<file path="config.mk">
export PLATFORM = sky130hd
export DESIGN_NAME = scsw_switcher
export DESIGN_NICKNAME = d
export VERILOG_FILES = /design/src/core/scsw_pkg.sv /design/src/core/scsw_switcher.sv
export VERILOG_INCLUDE_DIRS = /design/src /design/src/core
export SDC_FILE = /design/constraint.sdc
export NUM_CORES = 1
export LEC_CHECK = 0
export BUFFER_PORTS_ARGS = -buffer_cell sky130_fd_sc_hd__buf_2
export CORE_UTILIZATION = 35
export CTS_CLUSTER_SIZE = 8
export DETAILED_ROUTE_END_ITERATION = 6
export PLACE_DENSITY = 0.68
export RECOVER_POWER = 50
export SLEW_MARGIN = 40
export SYNTH_ARGS = -nofsm -noshare
export SYNTH_HDL_FRONTEND = slang
export SYNTH_SLANG_ARGS = --single-unit
</file>
<file path="constraint.sdc">
create_clock -name sys_clk -period 2.6 [get_ports sys_clk]
set_input_delay 0.26 -clock sys_clk [delete_from_list [all_inputs] [get_ports sys_clk]]
set_output_delay 0.26 -clock sys_clk [all_outputs]
set_load 0.02 [all_outputs]
</file>
<file path="src/core/scsw_map.svh">
// Register map, key values and timing counts for the clock source switcher
`ifndef SCSW_MAP_SVH
`define SCSW_MAP_SVH
`define SCSW_OFF_OSCCTL 12'h000
`define SCSW_OFF_CFG 12'h004
`define SCSW_OFF_STAT 12'h008
`define SCSW_KEY_HI1 8'h78
`define SCSW_KEY_HI2 8'h9a
`define SCSW_KEY_LO1 8'h46
`define SCSW_KEY_LO2 8'h57
`define SCSW_BIT_REQ 0
`define SCSW_BIT_CF 3
`define SCSW_BIT_LOCK 5
`define SCSW_NEXT_SOURCE_FIELD_LSB 8
`define SCSW_CURRENT_SOURCE_FIELD_LSB 12
`define SCSW_SRC_FRC 3'h0
`define SCSW_SRC_FRCPLL 3'h1
`define SCSW_SRC_PRI 3'h2
`define SCSW_SRC_PRIPLL 3'h3
`define SCSW_SRC_SEC 3'h4
`define SCSW_SRC_LOW_POWER_RC_SOURCE 3'h5
`define SCSW_SRC_FRCDIV 3'h7
`define SCSW_OST_CYCLES 1024
`endif

</file>
<file path="src/core/scsw_pkg.sv">
// Types for the clock source switcher
package scsw_pkg;
    typedef logic [2:0] scsw_src_t;
    typedef enum logic [1:0] {SCSW_UL_IDLE, SCSW_UL_ONE, SCSW_UL_OPEN} scsw_unlock_t;
    typedef enum logic [1:0] {SCSW_IDLE, SCSW_START, SCSW_WAIT} scsw_state_t;
endpackage

</file>
<file path="src/core/scsw_switcher.sv">
// System clock source switcher with keyed control register on AXI4-Lite
//
// The AXI4-Lite register port and the placing of the registers were chosen for this implementation.
`timescale 1ns/10ps
`include "scsw_map.svh"
module scsw_switcher #(
    parameter int OST_CYCLES = `SCSW_OST_CYCLES
) (
    input wire logic sys_clk,
    input wire logic rst,
    input wire logic [11:0] s_axi_awaddr,
    input wire logic s_axi_awvalid,
    output logic s_axi_awready,
    input wire logic [31:0] s_axi_wdata,
    input wire logic [3:0] s_axi_wstrb,
    input wire logic s_axi_wvalid,
    output logic s_axi_wready,
    output logic [1:0] s_axi_bresp,
    output logic s_axi_bvalid,
    input wire logic s_axi_bready,
    input wire logic [11:0] s_axi_araddr,
    input wire logic s_axi_arvalid,
    output logic s_axi_arready,
    output logic [31:0] s_axi_rdata,
    output logic [1:0] s_axi_rresp,
    output logic s_axi_rvalid,
    input wire logic s_axi_rready,
    input wire logic [2:0] startupSourceConfig,
    input wire logic switchEnableConfigBit,
    input wire logic twoSpeedStartupEnable,
    input wire logic failSafeMonitorEnable,
    input wire logic watchdogEnable,
    input wire logic secondaryOscEnable,
    input wire logic pllLocked,
    input wire logic sourceRunning,
    input wire logic sleepEnter,
    input wire logic sleepWake,
    input wire logic clockFailEvent,
    output logic [2:0] selectedSource,
    output logic [7:0] sourcePowerOn,
    output logic pllEnable,
    output logic ostRunning
);
    import scsw_pkg::*;

    localparam int OW = $clog2(OST_CYCLES + 1);

    function automatic logic uses_pll(input scsw_src_t s);
        uses_pll = (s == `SCSW_SRC_FRCPLL) || (s == `SCSW_SRC_PRIPLL);
    endfunction

    function automatic logic is_crystal(input scsw_src_t s);
        is_crystal = (s == `SCSW_SRC_PRI) || (s == `SCSW_SRC_PRIPLL) || (s == `SCSW_SRC_SEC);
    endfunction

    // Power bit index for a source; PLL modes get their own bit, apart from their base oscillator
    function automatic logic [7:0] src_onehot(input scsw_src_t s);
        src_onehot = 8'h01 << s;
    endfunction

    scsw_src_t curSrc_reg;
    scsw_src_t nextSrc_reg;
    logic req_reg;
    logic lock_reg;
    logic cf_reg;
    scsw_state_t state_reg;
    scsw_unlock_t ulHi_reg;
    scsw_unlock_t ulLo_reg;
    logic [OW-1:0] ost_reg;
    logic twoSpeed_reg;
    logic [7:0] power_reg;
    logic pll_reg;

    // Write channel: address and data accepted independently, response after both
    logic awHeld_reg;
    logic wHeld_reg;
    logic [11:0] awAddr_reg;
    logic [31:0] wData_reg;
    logic [3:0] wStrb_reg;
    logic doWrite;
    logic swEnabled;

    assign swEnabled = !switchEnableConfigBit;
    assign doWrite = awHeld_reg && wHeld_reg && !s_axi_bvalid;

    always_ff @(posedge sys_clk)
    begin
        if (rst)
        begin
            awHeld_reg <= 1'b0;
            wHeld_reg <= 1'b0;
            awAddr_reg <= 12'h000;
            wData_reg <= 32'h00000000;
            wStrb_reg <= 4'h0;
            s_axi_awready <= 1'b0;
            s_axi_wready <= 1'b0;
            s_axi_bvalid <= 1'b0;
            s_axi_bresp <= 2'b00;
        end
        else
        begin
            s_axi_awready <= !awHeld_reg && !s_axi_awready && s_axi_awvalid;
            s_axi_wready <= !wHeld_reg && !s_axi_wready && s_axi_wvalid;
            if (s_axi_awvalid && s_axi_awready)
            begin
                awHeld_reg <= 1'b1;
                awAddr_reg <= s_axi_awaddr;
            end
            if (s_axi_wvalid && s_axi_wready)
            begin
                wHeld_reg <= 1'b1;
                wData_reg <= s_axi_wdata;
                wStrb_reg <= s_axi_wstrb;
            end
            if (doWrite)
            begin
                awHeld_reg <= 1'b0;
                wHeld_reg <= 1'b0;
                s_axi_bvalid <= 1'b1;
                s_axi_bresp <= (awAddr_reg[11:2] == `SCSW_OFF_OSCCTL >> 2) ? 2'b00 : 2'b10;
            end
            else if (s_axi_bvalid && s_axi_bready)
                s_axi_bvalid <= 1'b0;
        end
    end

    // Each bus write to the control word is one instruction for key timing
    logic ctlWrite;
    logic hiLane;
    logic loLane;
    logic [7:0] hiByte;
    logic [7:0] loByte;
    logic hiAccept;
    logic loAccept;
    assign ctlWrite = doWrite && (awAddr_reg[11:2] == `SCSW_OFF_OSCCTL >> 2);
    assign hiLane = ctlWrite && wStrb_reg[1];
    assign loLane = ctlWrite && wStrb_reg[0];
    assign hiByte = wData_reg[15:8];
    assign loByte = wData_reg[7:0];
    assign hiAccept = hiLane && (ulHi_reg == SCSW_UL_OPEN);
    assign loAccept = loLane && (ulLo_reg == SCSW_UL_OPEN);

    always_ff @(posedge sys_clk)
    begin
        if (rst)
            ulHi_reg <= SCSW_UL_IDLE;
        else if (ctlWrite)
        begin
            unique case (ulHi_reg)
                SCSW_UL_IDLE: ulHi_reg <= (hiLane && hiByte == `SCSW_KEY_HI1) ? SCSW_UL_ONE
                    : SCSW_UL_IDLE;
                SCSW_UL_ONE: ulHi_reg <= (hiLane && hiByte == `SCSW_KEY_HI2) ? SCSW_UL_OPEN
                    : SCSW_UL_IDLE;
                SCSW_UL_OPEN: ulHi_reg <= SCSW_UL_IDLE;
                default: ulHi_reg <= SCSW_UL_IDLE;
            endcase
        end
    end

    always_ff @(posedge sys_clk)
    begin
        if (rst)
            ulLo_reg <= SCSW_UL_IDLE;
        else if (ctlWrite)
        begin
            unique case (ulLo_reg)
                SCSW_UL_IDLE: ulLo_reg <= (loLane && loByte == `SCSW_KEY_LO1) ? SCSW_UL_ONE
                    : SCSW_UL_IDLE;
                SCSW_UL_ONE: ulLo_reg <= (loLane && loByte == `SCSW_KEY_LO2) ? SCSW_UL_OPEN
                    : SCSW_UL_IDLE;
                SCSW_UL_OPEN: ulLo_reg <= SCSW_UL_IDLE;
                default: ulLo_reg <= SCSW_UL_IDLE;
            endcase
        end
    end

    // Strap capture one cycle after reset release
    logic [1:0] rstDone_reg;

    // Next-source field; writes still taken during two-speed start-up
    always_ff @(posedge sys_clk)
    begin
        if (rst)
            nextSrc_reg <= `SCSW_SRC_FRCDIV;
        else if (hiAccept)
            nextSrc_reg <= hiByte[2:0];
        else if (rstDone_reg == 2'd1 && twoSpeedStartupEnable
            && startupSourceConfig != `SCSW_SRC_FRC)
            nextSrc_reg <= startupSourceConfig;
        else if (sleepWake && twoSpeedStartupEnable && curSrc_reg != `SCSW_SRC_FRC)
            nextSrc_reg <= curSrc_reg;
    end

    always_ff @(posedge sys_clk)
    begin
        if (rst)
            rstDone_reg <= 2'd0;
        else if (rstDone_reg != 2'd2)
            rstDone_reg <= rstDone_reg + 2'd1;
    end

    logic reqWrite;
    logic reqValue;
    logic redundant;
    logic stable;
    logic autoStart;
    assign reqWrite = loAccept;
    assign reqValue = loByte[`SCSW_BIT_REQ];
    assign redundant = (nextSrc_reg == curSrc_reg);
    assign stable = sourceRunning && (ost_reg == '0) && (!uses_pll(nextSrc_reg) || pllLocked);
    // Two-speed start-up ignores the switch-enable strap
    assign autoStart = twoSpeed_reg && state_reg == SCSW_IDLE && rstDone_reg == 2'd2;

    always_ff @(posedge sys_clk)
    begin
        if (rst)
            twoSpeed_reg <= 1'b0;
        else if (rstDone_reg == 2'd1)
            twoSpeed_reg <= twoSpeedStartupEnable
                && startupSourceConfig != `SCSW_SRC_FRC;
        else if (sleepWake && twoSpeedStartupEnable && curSrc_reg != `SCSW_SRC_FRC)
            twoSpeed_reg <= 1'b1;
        else if (state_reg == SCSW_WAIT && stable && twoSpeed_reg)
            twoSpeed_reg <= 1'b0;
        else if (sleepEnter)
            twoSpeed_reg <= 1'b0;
    end

    // Switch sequencer; runs beside the core and never holds it
    always_ff @(posedge sys_clk)
    begin
        if (rst)
        begin
            state_reg <= SCSW_IDLE;
            req_reg <= 1'b0;
            curSrc_reg <= `SCSW_SRC_FRC;
            lock_reg <= 1'b0;
            cf_reg <= 1'b0;
            ost_reg <= '0;
            pll_reg <= 1'b0;
        end
        else
        begin
            lock_reg <= pllLocked && pll_reg;
            if (clockFailEvent)
                cf_reg <= 1'b1;
            if (rstDone_reg == 2'd1)
                curSrc_reg <= (swEnabled && twoSpeedStartupEnable) || twoSpeedStartupEnable
                    ? `SCSW_SRC_FRC : startupSourceConfig;
            else if (sleepWake && twoSpeedStartupEnable && curSrc_reg != `SCSW_SRC_FRC)
                curSrc_reg <= `SCSW_SRC_FRC;
            if (sleepEnter)
            begin
                state_reg <= SCSW_IDLE;
                req_reg <= 1'b0;
                ost_reg <= '0;
                pll_reg <= uses_pll(curSrc_reg);
            end
            else if (!swEnabled && !twoSpeed_reg)
            begin
                req_reg <= 1'b0;
                state_reg <= SCSW_IDLE;
            end
            else if (reqWrite && !reqValue)
            begin
                req_reg <= 1'b0;
                state_reg <= SCSW_IDLE;
                ost_reg <= '0;
                pll_reg <= uses_pll(curSrc_reg);
            end
            else if ((reqWrite && reqValue && swEnabled) || autoStart)
            begin
                // A fresh request restarts the sequence from scratch
                req_reg <= 1'b1;
                state_reg <= SCSW_START;
                ost_reg <= '0;
            end
            else
            begin
                unique case (state_reg)
                    SCSW_IDLE: ;
                    SCSW_START:
                    begin
                        if (redundant)
                        begin
                            req_reg <= 1'b0;
                            state_reg <= SCSW_IDLE;
                        end
                        else
                        begin
                            lock_reg <= 1'b0;
                            cf_reg <= clockFailEvent;
                            ost_reg <= is_crystal(nextSrc_reg) && !power_reg[nextSrc_reg]
                                ? OW'(OST_CYCLES) : '0;
                            pll_reg <= uses_pll(nextSrc_reg) || uses_pll(curSrc_reg);
                            state_reg <= SCSW_WAIT;
                        end
                    end
                    SCSW_WAIT:
                    begin
                        if (ost_reg != '0 && sourceRunning)
                            ost_reg <= ost_reg - OW'(1);
                        // No timeout: an absent source leaves the request pending
                        if (stable)
                        begin
                            curSrc_reg <= nextSrc_reg;
                            req_reg <= 1'b0;
                            pll_reg <= uses_pll(nextSrc_reg);
                            state_reg <= SCSW_IDLE;
                        end
                    end
                endcase
            end
        end
    end

    // Source power: current and target on, retained ones kept, others off
    always_ff @(posedge sys_clk)
    begin
        if (rst)
            power_reg <= src_onehot(`SCSW_SRC_FRC);
        else
        begin
            power_reg <= src_onehot(curSrc_reg)
                | (state_reg == SCSW_WAIT ? src_onehot(nextSrc_reg) : 8'h00)
                | ((watchdogEnable || failSafeMonitorEnable)
                    ? src_onehot(`SCSW_SRC_LOW_POWER_RC_SOURCE) : 8'h00)
                | (secondaryOscEnable ? src_onehot(`SCSW_SRC_SEC) : 8'h00)
                | (sleepWake && twoSpeedStartupEnable
                    ? src_onehot(`SCSW_SRC_FRC) : 8'h00);
        end
    end

    always_ff @(posedge sys_clk)
    begin
        if (rst)
        begin
            selectedSource <= `SCSW_SRC_FRC;
            sourcePowerOn <= src_onehot(`SCSW_SRC_FRC);
            pllEnable <= 1'b0;
            ostRunning <= 1'b0;
        end
        else
        begin
            selectedSource <= curSrc_reg;
            sourcePowerOn <= power_reg;
            pllEnable <= pll_reg;
            ostRunning <= ost_reg != '0;
        end
    end

    // Read channel: one-cycle answer after the address is taken
    logic [31:0] ctlWord;
    assign ctlWord = {16'h0000, 1'b0, curSrc_reg, 1'b0, nextSrc_reg, 2'b00, lock_reg, 1'b0,
        cf_reg, 2'b00, req_reg};

    always_ff @(posedge sys_clk)
    begin
        if (rst)
        begin
            s_axi_arready <= 1'b0;
            s_axi_rvalid <= 1'b0;
            s_axi_rdata <= 32'h00000000;
            s_axi_rresp <= 2'b00;
        end
        else
        begin
            s_axi_arready <= !s_axi_arready && !s_axi_rvalid && s_axi_arvalid;
            if (s_axi_arvalid && s_axi_arready)
            begin
                s_axi_rvalid <= 1'b1;
                s_axi_rresp <= 2'b00;
                unique case (s_axi_araddr[11:2])
                    `SCSW_OFF_OSCCTL >> 2: s_axi_rdata <= ctlWord;
                    `SCSW_OFF_CFG >> 2: s_axi_rdata <= {26'h0, swEnabled, twoSpeed_reg,
                        1'b0, startupSourceConfig};
                    `SCSW_OFF_STAT >> 2: s_axi_rdata <= {22'h0, ostRunning, pll_reg, power_reg};
                    default:
                    begin
                        s_axi_rdata <= 32'h00000000;
                        s_axi_rresp <= 2'b10;
                    end
                endcase
            end
            else if (s_axi_rvalid && s_axi_rready)
                s_axi_rvalid <= 1'b0;
        end
    end
endmodule

</file>
==> summary.txt <==
Final layout
  • Final core utilization: a little over two fifths
  • Layout cell share with drive strength beyond 1: 15.40%
  • Max reg flops: 16
  • Filler Cell Count: between 1k and 1.5k
  • Final antenna diode count: 0
  • Layout Cell Area excl Fill: 0.005498 sq mm
  • Post-route insts no fill: between 800 and 900
  • Area growth from synthesis to final layout: 17.08%
  • Final-stage net count: 722

CTS
  • Post_cts resized: 0
  • Post CTS Setup Buffer Count: 0
  • Clock latency at the later pin of the worst-skew pair: 0.35 ns
  • Sink count of the clock tree: 102
  • Maximum buffer depth of the clock tree: 2
  • TritonCTS buffer count: 9
  • Cell at the root of the clock tree: clkbuf_16
  • Clock input transition at the sequential cells of the worst setup and hold paths: 0.07 ns
  • CTS Hold Bufs: 0
  • H-tree lvl count: 3
  • Clock tree from TritonCTS: yes

Synth
  • Synthesis-stage register bit count: slightly above 100
  • Primary flip-flop cell chosen by synthesis mapping: dfxtp_1
  • Fraction of synthesis flops using an asynchronous set or reset pin: 0%
  • Number of enable-type register cells in the synthesized netlist: 0
  • Seq/Total Area, Yosys: 43.49%
  • Syn Area/Cell: 8.385 sq um
  • Leading cell type by number of instances after synthesis: dfxtp_1
  • Yosys Warn Count: 0
  • Fraction of synthesized cell area taken by the top area cell type: 43.49%
  • Top cell type by total area after synthesis: dfxtp_1
  • Top area cells in the synthesized netlist: dfxtp_1, nand2_1, a21oi_1
  • Number of standard cells after synthesis: 560
  • Synthesized cell area: between 0.004 and 0.005 sq mm
  • Most used standard cells in the synthesized netlist: dfxtp_1, nand2_1, nor2_1
  • Netlist cell types: 68

Status
  • Result of the run: finished with violations
  • Failing checks: max-capacitance violations, max-slew violations

Detailed routing
  • Via density: 5.229
  • WL final: roughly 12,000 um
  • # DRC: 0
  • Total vias in the final route: 4,262
  • Number of design-rule violations left by the first detailed-router iteration: approximately 260
  • Number of iterations in the first detailed-routing pass: 7
  • Residual antenna-violating net count after detailed routing: 0
  • Detail-routed net length per standard cell: 14.13 um

Power and ir drop
  • Maximum resistive drop on vdd: roughly 520 uV
  • P_sw: 1.021 mW
  • Fraction of power consumed by sequential logic: 45.5%
  • Static power due to leakage: between 2 and 2.5 nW
  • Pwr Density: 685.0 mW/mm^2
  • Logic gate share of total power: 15.4%
  • Int Power: 2.745 mW
  • Proportion of total power due to net switching: between 20 and 30%
  • Clock network fraction of design power: 39.1%

Placed design
  • Area post-placement: 0.005219 sq mm
  • Post-DP HPWL: 8502 um
  • Gpl congestion: approximately 0.87
  • Cell total after placement: around 800
  • Count of port buffers added during placement: just over 90

Global route
  • Initial antenna violation count: 0
  • Global-route total usage across every layer: ~17%
  • Pin count of the biggest net entering global routing: 46
  • Via count of the first global-routing pass: 4,095
  • Congestion Overflow GR: 0
  • Wire length of the first global-routing pass: approximately 19,000 um

Setup path
  • Capturing element type of the critical path: flip-flop
  • Slowest Stage Delay on Critical Path: 0.47 ns
  • Slowest cell on the critical path: o21ai_1
  • Beginning of the worst register-to-register path: ost_reg[0]
  • Type of origin of the critical path: flip-flop
  • WP data required: 2.84 ns
  • Startpoint-to-endpoint class of the critical path: reg -> reg
  • Crit path arrival time: 2.51 ns
  • Crit Path Max Fanout: 8
  • Category of cells accounting for the largest share of critical-path delay: compound AO/OA/AOI/OAI gates
  • Chain of cells forming the critical path: inv_1, ha_1, nor4b_1, and3_1, o21ai_1, buf_4, o22ai_1, a32o_1
  • Critical path origin: ost_reg[0]
  • Count of buffering cells on the critical path with inverters included: 2

Die
  • Standard-cell row count: 41
  • Die Width: 117.8 um
  • Top-level port count: 134
  • Core area: about 0.013 sq mm
  • Die area: approximately 0.014 sq mm
  • Initial core utilization: 36.61%
  • Die height: 117.8 um

STA
  • Sum Neg Setup Slack: 0 ns
  • Slew of the pin with the lowest slew margin: 1.862 ns
  • F_max: 0.4413 GHz
  • Final setup fails: 0
  • Worst slew slack as a fraction of its limit: -24.12%
  • Final slew viol count: 86
  • Clk_skew: roughly 0.0065 ns
  • Final-report hold violation count: 0
  • Unrepaired setup endpoints after global routing: false
  • Minimum period implied by the final worst setup slack: 2.266 ns
  • Crit share post-route: 87.15%
  • Worst Hold Slack: ~0.15 ns

Hold path
  • Min-delay src: s_axi_awaddr[3]
  • Worst min-delay path class: in -> reg

Job
  • Max_cap viols: 2
-- stage by stage --
stage / power [mW] / setup WS, ns
after floorplan: 2.174 / 0.6736
after global placement: 2.301 / 0.4168
after detailed placement: 2.321 / 0.3763
after CTS: 3.792 / 0.3574
after global routing: 3.941 / 0.1680
final: 3.766 / 0.3342
-- tightest hold or removal path, stage by stage --
cell	delay, ns
buf_2	0.09
nand2_1	0.05
a21oi_1	0.05
-- area by class of cell --
cell class                      count  area, sq um  area share (%)
Inverter                           15        56.30           1.024
Clock inverter                      6        91.34           1.661
Timing Repair Buffer              101        479.2           8.716
Tap cell                          172        215.2           3.914
Sequential cell                   102         2042           37.14
Multi-Input combinational cell    409         2375           43.20
Clock buffer                       10        239.0           4.347
-- final timing paths --
| check | cells past startpoint | endpoint | slack, ns |
|---|---|---|---|
| max | 8 | ost_reg[9] | 0.33 |
| min reg2reg | 1 | s_axi_arready | 0.45 |
| min | 3 | awAddr_reg[3] | 0.15 |
| max reg2reg | 8 | ost_reg[9] | 0.33 |
-- cells by family after synthesis --
group,after synthesis,synth area share (%)
AND/OR/NAND/NOR,235,24.81
AO/OA/AOI/OAI,137,20.33
flip-flops,102,43.49
buffers and inverters,68,7.461
multiplexers,9,2.025
adder cells (fa/ha/maj),4,1.066
XOR/XNOR,4,0.7462
other,1,0.07986
-- routing by layer --
| metal | vias up | share of wire (%) | global-route usage, % |
|---|---|---|---|
| li1 | 2113 | - | - |
| met1 | 1986 | 48 | 21.78 |
| met2 | 146 | 45 | 27.90 |
| met3 | 17 | 5.2 | 3.973 |
| met4 | 0 | 1.6 | 5.769 |
| met5 | - | 0 | 0 |
-- power by group through the flow --
stage	combinational [mW]	sequential [mW]	clock, mW
3_5_place_dp	0.574	1.75	0
4_1_cts	0.578	1.71	1.50
6_report	0.580	1.71	1.47
2_1_floorplan	0.452	1.72	0
5_1_grt	0.650	1.73	1.57
3_3_place_gp	0.558	1.74	0
-- layout by cell type, fill, tap and decap left out, types with 3 or more instances in the layout --
cell,n
a211oi_1,3
a21oi_1,45
a221oi_1,3
a22oi_1,12
a31oi_1,6
a32o_1,7
a32oi_1,5
and3_1,3
buf_2,56
buf_4,8
clkbuf_1,37
clkbuf_16,9
conb_1,20
dfxtp_1,102
ha_1,4
inv_1,15
inv_6,3
mux2_2,4
mux2i_1,5
nand2_1,84
nand2b_1,12
nand3_1,8
nand3b_1,4
nor2_1,50
nor2b_1,15
nor3_1,20
nor3b_1,3
nor4_1,11
nor4b_1,5
o21a_1,7
o21ai_0,9
o21ai_1,3
o22ai_1,6
or2_2,6
xnor2_1,3
(Power assumes the default switching activity.)
